**config.mk**
```make
export PLATFORM = sky130hd
export DESIGN_NAME = charger_event_flag_mask_bank
export DESIGN_NICKNAME = d
export VERILOG_FILES = /design/src/shared/charger_event_pkg.sv /design/src/rtl/charger_event_flag_mask_bank.sv
export VERILOG_INCLUDE_DIRS = /design/src /design/src/shared
export SDC_FILE = /design/constraint.sdc
export NUM_CORES = 1
export LEC_CHECK = 0
export BUFFER_PORTS_ARGS = -buffer_cell sky130_fd_sc_hd__buf_2
export CAP_MARGIN = 20
export CORE_MARGIN = 5
export CORE_UTILIZATION = 53
export DETAILED_ROUTE_END_ITERATION = 10
export PLACE_DENSITY = 0.85
export SLEW_MARGIN = 20
export SYNTH_ARGS = -nofsm -noshare
export SYNTH_HDL_FRONTEND = slang
export SYNTH_SLANG_ARGS = --single-unit
```
**constraint.sdc**
```tcl
create_clock -name core_clk -period 5.3 [get_ports core_clk]
set_clock_uncertainty 0.2 [all_clocks]
set_input_delay 0 -clock core_clk [delete_from_list [all_inputs] [get_ports core_clk]]
set_output_delay 0 -clock core_clk [all_outputs]
set_load 0.05 [all_outputs]
```
**src/shared/charger_event_map.svh**
```systemverilog
// register offsets, field positions and reset values of the event bank
`ifndef CHARGER_EVENT_MAP_SVH
`define CHARGER_EVENT_MAP_SVH

`define OFF_BATTERY_FLAGS   8'h18
`define OFF_BUS_FLAGS       8'h19
`define OFF_INPUT_FLAGS     8'h1a
`define OFF_THERMAL_FLAGS   8'h1b
`define OFF_CONV_FLAGS      8'h1c
`define OFF_BATTERY_MASKS   8'h1d

`define VALID_BUS_FLAGS     8'hf4
`define VALID_INPUT_FLAGS   8'hff
`define VALID_THERMAL_FLAGS 8'hff
`define VALID_CONV_FLAGS    8'hd0

`define BIT_ADC_DONE        7
`define BIT_WATCHDOG        0

`define RESET_FLAGS         8'h00
`define RESET_MASKS         8'h00
`define UNMAPPED_READ       8'h00

`endif

```
**src/shared/charger_event_pkg.sv**
```systemverilog
// types shared by the charger event flag and mask bank
`default_nettype none

package charger_event_pkg;

  typedef logic [7:0] byte_t;

  // one-hot register select, index order matches the flag array
  typedef logic [4:0] reg_sel_t;

  localparam int NumFlagRegs = 4;
  localparam int SelMask     = 4;

endpackage

`default_nettype wire

```
**src/rtl/charger_event_flag_mask_bank.sv**
```systemverilog
// event flag registers and first interrupt mask register of the charger
`timescale 1ns/1ps
`default_nettype none
`include "charger_event_map.svh"

module charger_event_flag_mask_bank
  import charger_event_pkg::*;
(
  input  wire logic                     core_clk,
  input  wire logic                     reset_n,
  input  wire logic [7:0]               regAddr,
  input  wire logic                     regWrEn,
  input  wire charger_event_pkg::byte_t regWrData,
  input  wire logic                     regRdEn,
  output var  charger_event_pkg::byte_t regRdData,
  input  wire logic                     regResetCmd,
  input  wire charger_event_pkg::byte_t busCurrentStatus,
  input  wire charger_event_pkg::byte_t inputStatus,
  input  wire charger_event_pkg::byte_t thermalStatus,
  input  wire charger_event_pkg::byte_t converterStatus,
  input  wire logic                     adcOneShot,
  input  wire charger_event_pkg::byte_t batteryFlags,
  input  wire logic [31:0]              laterMasks,
  output var  logic                     irqOut
);
  import charger_event_pkg::*;

  // ----------------------------------------------------------
  // reset release
  // ----------------------------------------------------------
  logic [1:0] rstPipe_q;
  logic       rstN;

  always_ff @(posedge core_clk or negedge reset_n) begin
    if (!reset_n) begin
      rstPipe_q <= 2'b00;
    end else begin
      rstPipe_q <= {rstPipe_q[0], 1'b1};
    end
  end

  assign rstN = rstPipe_q[1];

  // ----------------------------------------------------------
  // address decode
  // ----------------------------------------------------------
  function automatic reg_sel_t decodeAddr(input byte_t a);
    reg_sel_t s;
    s = '0;
    unique case (a)
      `OFF_BUS_FLAGS:     s[0] = 1'b1;
      `OFF_INPUT_FLAGS:   s[1] = 1'b1;
      `OFF_THERMAL_FLAGS: s[2] = 1'b1;
      `OFF_CONV_FLAGS:    s[3] = 1'b1;
      `OFF_BATTERY_MASKS: s[SelMask] = 1'b1;
      default:            s = '0;
    endcase
    return s;
  endfunction

  reg_sel_t rdSel;
  reg_sel_t wrSel;

  assign rdSel = regRdEn ? decodeAddr(regAddr) : '0;
  assign wrSel = regWrEn ? decodeAddr(regAddr) : '0;

  // ----------------------------------------------------------
  // status change detection
  // ----------------------------------------------------------
  localparam byte_t ValidMask [NumFlagRegs] = '{
    `VALID_BUS_FLAGS,
    `VALID_INPUT_FLAGS,
    `VALID_THERMAL_FLAGS,
    `VALID_CONV_FLAGS
  };

  localparam byte_t AdcBit = byte_t'(1) << `BIT_ADC_DONE;

  byte_t statusIn     [NumFlagRegs];
  byte_t statusPrev_q [NumFlagRegs];
  byte_t statusPrev_d [NumFlagRegs];
  byte_t setEv        [NumFlagRegs];
  byte_t flag_q       [NumFlagRegs];
  byte_t flag_d       [NumFlagRegs];

  assign statusIn[0] = busCurrentStatus;
  assign statusIn[1] = inputStatus;
  assign statusIn[2] = thermalStatus;
  assign statusIn[3] = converterStatus;

  // the watchdog expiry arrives as a status bit like any other
  // event, so bit 0 of the thermal register needs no special path
  genvar gi;
  generate
    for (gi = 0; gi < NumFlagRegs; gi++) begin : gEvt
      byte_t change;
      assign change = (statusIn[gi] ^ statusPrev_q[gi]) & ValidMask[gi];
      if (gi == 2) begin : gAdc
        // continuous conversion never reports completion
        assign setEv[gi] = adcOneShot ? change : (change & ~AdcBit);
      end else begin : gPlain
        assign setEv[gi] = change;
      end
    end
  endgenerate

  // ----------------------------------------------------------
  // flag registers
  // ----------------------------------------------------------
  always_comb begin
    for (int i = 0; i < NumFlagRegs; i++) begin
      statusPrev_d[i] = statusIn[i];
      // a new event in the read cycle survives the clear
      if (rdSel[i]) begin
        flag_d[i] = setEv[i];
      end else begin
        flag_d[i] = flag_q[i] | setEv[i];
      end
    end
  end

  always_ff @(posedge core_clk or negedge rstN) begin
    if (!rstN) begin
      for (int i = 0; i < NumFlagRegs; i++) begin
        flag_q[i]       <= `RESET_FLAGS;
        statusPrev_q[i] <= `RESET_FLAGS;
      end
    end else begin
      for (int i = 0; i < NumFlagRegs; i++) begin
        flag_q[i]       <= flag_d[i];
        statusPrev_q[i] <= statusPrev_d[i];
      end
    end
  end

  // ----------------------------------------------------------
  // mask register and read port
  // ----------------------------------------------------------
  byte_t mask_q;
  byte_t mask_d;
  byte_t rdData_d;
  logic  irq_d;
  logic [31:0] flagsFlat;

  assign flagsFlat = {flag_q[3], flag_q[2], flag_q[1], flag_q[0]};

  always_comb begin
    mask_d = mask_q;
    if (regResetCmd) begin
      mask_d = `RESET_MASKS;
    end else if (wrSel[SelMask]) begin
      mask_d = regWrData;
    end

    rdData_d = `UNMAPPED_READ;
    for (int i = 0; i < NumFlagRegs; i++) begin
      if (rdSel[i]) begin
        rdData_d = flag_q[i];
      end
    end
    if (rdSel[SelMask]) begin
      rdData_d = mask_q;
    end

    // battery events pair bit for bit with the mask; the later
    // masks are held elsewhere and arrive as a plain vector
    irq_d = (|(batteryFlags & ~mask_q)) | (|(flagsFlat & ~laterMasks));
  end

  always_ff @(posedge core_clk or negedge rstN) begin
    if (!rstN) begin
      mask_q    <= `RESET_MASKS;
      regRdData <= `UNMAPPED_READ;
      irqOut    <= 1'b0;
    end else begin
      mask_q    <= mask_d;
      regRdData <= rdData_d;
      irqOut    <= irq_d;
    end
  end
endmodule

`default_nettype wire

```
# [Word-level counts from Yosys, hierarchy flattened]
# Index checks and enable logic that the tools add are counted.
[totals] ff_bits=83 word_cells=52
[classes] reduce_logical=3 bitwise_logic=13 n_eq_ne=5 muxes=19
[op_table] operator="$mux 8" count=12
[op_table] operator="$eq 8x5->1 const B" count=5
[op_table] operator="$and 32x32->32" count=1
[op_table] operator="$not 32->32" count=1
[op_table] operator="$or 8x8->8" count=4
[op_table] operator="$reduce_or 32->1" count=1
[op_table] operator="$xor 8x8->8" count=4
[op_table] operator="$mux 5" count=2
[op_table] operator="$and 8x8->8" count=1
[op_table] operator="$not 8->8" count=1
[op_table] operator="$reduce_or 8->1" count=1
[op_table] operator="$mux 1" count=5
[op_table] operator="$reduce_bool 2->1" count=1
[op_table] operator="$or 1x1->1" count=1

# [Depth between registers and ports, before layout]
[depth] depth_word=8 mapped_depth=5 ltp_nobuf=4

# [Least setup slack after synthesis]
# No wires, ideal clock.
[synth_timing] path_kind="in2reg" from="input port regAddr[5]" to="register flag_q[15] (netlist bit)" path_slack_ps=3711 n_path_buf=1 stages=5 setup_ps=121 required_time_ps=4979 t_arrival_ps=1268 cell_sequence="nor4b_4 nand2_1 or4b_1 buf_2 a22o_1"
[synth_rtl] element="from (decl)" line_no="charger_event_flag_mask_bank.sv:11" text="input wire logic [7:0] regAddr,"
[synth_rtl] element="to (signal, indexed assignment)" line_no="charger_event_flag_mask_bank.sv:125" text="flag_q[i] <= `RESET_FLAGS;"
[synth_rtl] element="to (signal, indexed assignment)" line_no="charger_event_flag_mask_bank.sv:130" text="flag_q[i] <= flag_d[i];"
[synth_rtl] element="to (decl)" line_no="charger_event_flag_mask_bank.sv:83" text="byte_t flag_q [NumFlagRegs];"

# [Worst setup path after layout]
[layout_timing] from="register flag_q[15] (netlist bit)" to="register irqOut"
[layout_via] elab_chain_cells=3
[layout_rtl] element="$and 32x32->32" line_no="charger_event_flag_mask_bank.sv:167" text="irq_d = (|(batteryFlags & ~mask_q)) | (|(flagsFlat & ~laterMasks));"
[layout_rtl] element="$reduce_or 32->1" line_no="charger_event_flag_mask_bank.sv:167"
[layout_rtl] element="$or 1x1->1" line_no="charger_event_flag_mask_bank.sv:167"
[layout_rtl] element="via irq_d" line_no="charger_event_flag_mask_bank.sv:142" text="logic irq_d;"
[layout_rtl] element="to (signal assigned)" line_no="charger_event_flag_mask_bank.sv:178" text="irqOut <= irq_d;"
[layout_rtl] element="to (decl)" line_no="charger_event_flag_mask_bank.sv:24" text="output var logic irqOut"
# The timed path passes the listed nets, and every way through them passes these cells.
# A chain may end at the register's enable or synchronous reset.

==> parameters.txt <==
Parameter                              Value

Status
  Run status ... finished clean

Synthesis
  Number of warning messages in the yosys log ... 0
  Cell area after synthesis ... approximately 2800 sq um
  Library cells used by synthesis ... 32
  Post-synthesis sequential element count ... 67
  Dominant cells by area after synthesis ... sky130_fd_sc_hd__dfrtp_1 59%, sky130_fd_sc_hd__xor2_1 7.4%, sky130_fd_sc_hd__a21o_1 6.1%, sky130_fd_sc_hd__mux2i_1 5.7%, sky130_fd_sc_hd__inv_1 4.3%
  Top-area cell type share of the netlist area ... between 50% and 60%
  Dominant register cell in the synthesized netlist ... sky130_fd_sc_hd__dfrtp_1
  Cell type contributing the most total cell area after synthesis ... sky130_fd_sc_hd__dfrtp_1
  Fraction of synthesis flops using an asynchronous set or reset pin ... 100%
  Post-synthesis instance total ... about 240
  Sequential share of the synthesized area ... about three fifths
  Post-Synthesis Mean Instance Area ... approximately 12 sq um
  Total nets after synthesis ... around 330
  Count of flip-flops with a built-in enable after synthesis ... 0

Floorplanning
  Height of the die ... slightly above 80 um
  Floorplan die width ... slightly above 80 um
  Die footprint ... slightly below 7000 sq um
  Number of standard-cell rows in the floorplan ... 26
  Core Area ... a little over 5000 sq um
  I/O pin total ... 103
  Starting density of the core ... between 50% and 60%

Cells and area
  Share of post-route cells with drive strength above 1 ... 27.6%
  Most common cell after layout, fill and taps aside ... sky130_fd_sc_hd__buf_2
  Fillers ... 344
  Number of nets in the layout ... 477
  Number of standard cells in the final layout excluding fillers ... approximately 460
  Antenna Cells ... 0
  Area of the multi-input gates ... around 1000 sq um
  Fin area ... 4090 sq um
  Total area of sequential cells ... between 1500 and 2000 sq um
  Area overhead of the layout relative to synthesis ... 44.8%
  Most frequent cells in the layout ... 86 x sky130_fd_sc_hd__buf_2, 66 x sky130_fd_sc_hd__dfrtp_1, 52 x sky130_fd_sc_hd__dlygate4sd3_1, 32 x sky130_fd_sc_hd__inv_1, 24 x sky130_fd_sc_hd__xor2_1

GRT
  Initial antenna violation count ... 0
  Total grt overflow ... 0
  Combined global-route utilization of all metal layers ... 23.1%
  Global-route wire length before repair ... ~13 mm
  Via count of the first global-routing pass ... between 2k and 3k
  Maximum number of pins on one net before global-route repair ... 34

Pwr
  Leakage component of the power ... ~0.0021 uW
  Internal ... 905 uW
  Max rail drop VDD ... 0.210 mV
  Reported net switching power ... between 200 and 250 uW
  Sequential group share of total power ... between 40% and 50%
  Power per unit of standard cell area ... around 280 nW/um^2
  Proportion of total power due to net switching ... between 20% and 30%
  Relative contribution of combinational cells to total power ... a little under a tenth
  Clock network fraction of design power ... ~44%

CTS
  Cts hold-fix bufs ... 52
  # resized after CTS ... 0
  Clock tree from TritonCTS ... done
  Clock input transition at the sequential cells of the worst setup and hold paths ... 0.07 ns
  CTS Buf Count ... 9
  Worst skew pair latency ... roughly 0.35 ns
  CTS root buf ... sky130_fd_sc_hd__clkbuf_8
  Num Clock Sinks ... between 60 and 70
  Number of H-tree branching levels ... 3
  Number of buffers inserted by post-CTS setup repair ... 0
  Maximum buffer depth of the clock tree ... 2

STA
  Final clock period utilization by the worst path ... approximately 55%
  Final Hold Fails ... 0
  Worst slew margin relative to its limit ... between 50% and 60%
  Setup repair after global routing missed its margin ... no
  Highest clock rate ... 345 MHz
  Final setup fails ... 0
  Slew at the pin closest to its max-slew limit ... just under 0.7 ns
  Shortest period the worst path allows ... between 2 and 3 ns
  Final slew viol count ... 0
  Final total negative setup slack ... 0 ns

Critical path
  Crit path max fanout ... 3
  Path type of the worst setup path ... flop to flop
  Arrival @ worst endpoint ... about 2.9 ns
  Worst Setup Start Kind ... flop
  Capturing element type of the critical path ... flop
  Data required time at the worst endpoint ... roughly 5.3 ns

Place
  Detailed placer's ending HPWL ... 5.13 mm
  Number of cells after detailed placement ... 390
  Placed instance area ... ~3300 sq um
  Gp weighted congestion ... about 0.87
  Number of port buffers ... 86

Drt
  Number of vias per cell after detailed routing ... approximately 5.1
  Detailed-route wire length per cell ... between 15 and 20 um
  Drt pass-1 iters ... 4
  Detailed Route WL ... about 7.4 mm
  Number of DRC violations after detailed-routing iteration 0 ... 163
  Overall via count from detail_route ... roughly 2.3k
  Routed Antenna Nets ... 0
  Number of remaining DRC errors ... 0

Min path
  Worst min path class ... input port to flop

Flow run
  Max Cap Viol ... 0
## power groups by stage
stage / sequential, uW / clock (uW) / combinational [uW]
5_1_grt: 533 / 541 / 115
6_report: 532 / 509 / 105
3_3_place_gp: 541 / 0 / 76.7
3_5_place_dp: 542 / 0 / 78.8
2_1_floorplan: 544 / 0 / 31.5
4_1_cts: 532 / 516 / 104
## through the flow
stage	total power, uW	utilization [%]	setup slack (ns)	hold slack, ns
floorplan	575	-	3.10	-0.496
global placement	618	64.7	3.40	-0.413
detailed placement	620	64.7	3.38	-0.414
CTS	1150	79.6	2.44	0.00553
global route	1190	79.6	2.29	0.0493
finish	1150	79.6	2.40	0.0219
## worst max-delay path, stage by stage (launching register included)
cell	delay [ns]
sky130_fd_sc_hd__dfrtp_1	0.41
sky130_fd_sc_hd__inv_1	0.06
sky130_fd_sc_hd__o22ai_1	0.07
sky130_fd_sc_hd__dlygate4sd3_1	0.57
sky130_fd_sc_hd__nor4_1	0.24
sky130_fd_sc_hd__dlygate4sd3_1	0.59
sky130_fd_sc_hd__nand4_1	0.07
sky130_fd_sc_hd__dlygate4sd3_1	0.58
## registers in the layout, summed over array words and instances, names as in the netlist
| signal | cells |
|---|---|
| flag_q | 24 |
| irqOut | 1 |
| mask_q | 8 |
| regRdData | 8 |
| rstPipe_q | 2 |
| statusPrev_q | 24 |
## cells by family (layout without fill, tap and decap cells)
kind of cell	Yosys count	count (layout)	synth area share, %
other cells	1	1	0.133
flops	67	67	59.4
simple gates	39	39	8.42
buf+inv	38	187	5.10
xor+xnor	24	24	7.44
compound gates	53	53	13.5
mux	17	17	6.07
## cells in the mapped netlist, drive strengths merged (3+ instances only)
master   number
a21o         23
a221oi        4
buf           3
clkbuf        3
dfrtp        67
inv          32
mux2i        16
nand2         5
nor2         13
nor2b         3
nor4          4
o22ai        16
o2bb2ai       3
or4b          3
xor2         24
## path summary, 6_finish.rpt
check / start / end / slack [ns] / cells past startpoint
setup / recovery: flag_q[15]$_DFF_PN0_ / irqOut$_DFF_PN0_ / 2.40 / 7
hold / removal: regAddr[0] / regRdData[3]$_DFF_PN0_ / 0.02 / 3
setup reg to reg: flag_q[15]$_DFF_PN0_ / irqOut$_DFF_PN0_ / 2.40 / 7
hold reg to reg: rstPipe_q[1]$_DFF_PN0_ / statusPrev_q[17]$_DFF_PN0_ / 0.11 / 0
max in group asynchronous: rstPipe_q[1]$_DFF_PN0_ / flag_q[4]$_DFF_PN0_ / 3.92 / 1
min in group asynchronous: rstPipe_q[1]$_DFF_PN0_ / statusPrev_q[17]$_DFF_PN0_ / 0.11 / 0
## layer usage
metal  wire, um  vias up  GRT usage [%]
li1           -     1100              -
met1       2980     1114           27.8
met2       3800      111           39.5
met3        546       10           5.94
met4         83        0           9.06
met5          0        -              0
## layout make-up
cell class	count	area share (%)
clock inverter	5	2.45
tap	70	2.14
multi-input combinational	134	24.5
inverter	32	2.94
clock buffer	11	3.46
timing repair buffer	139	23.4
sequential	67	41.0
Power figures use the tool's default switching activity.
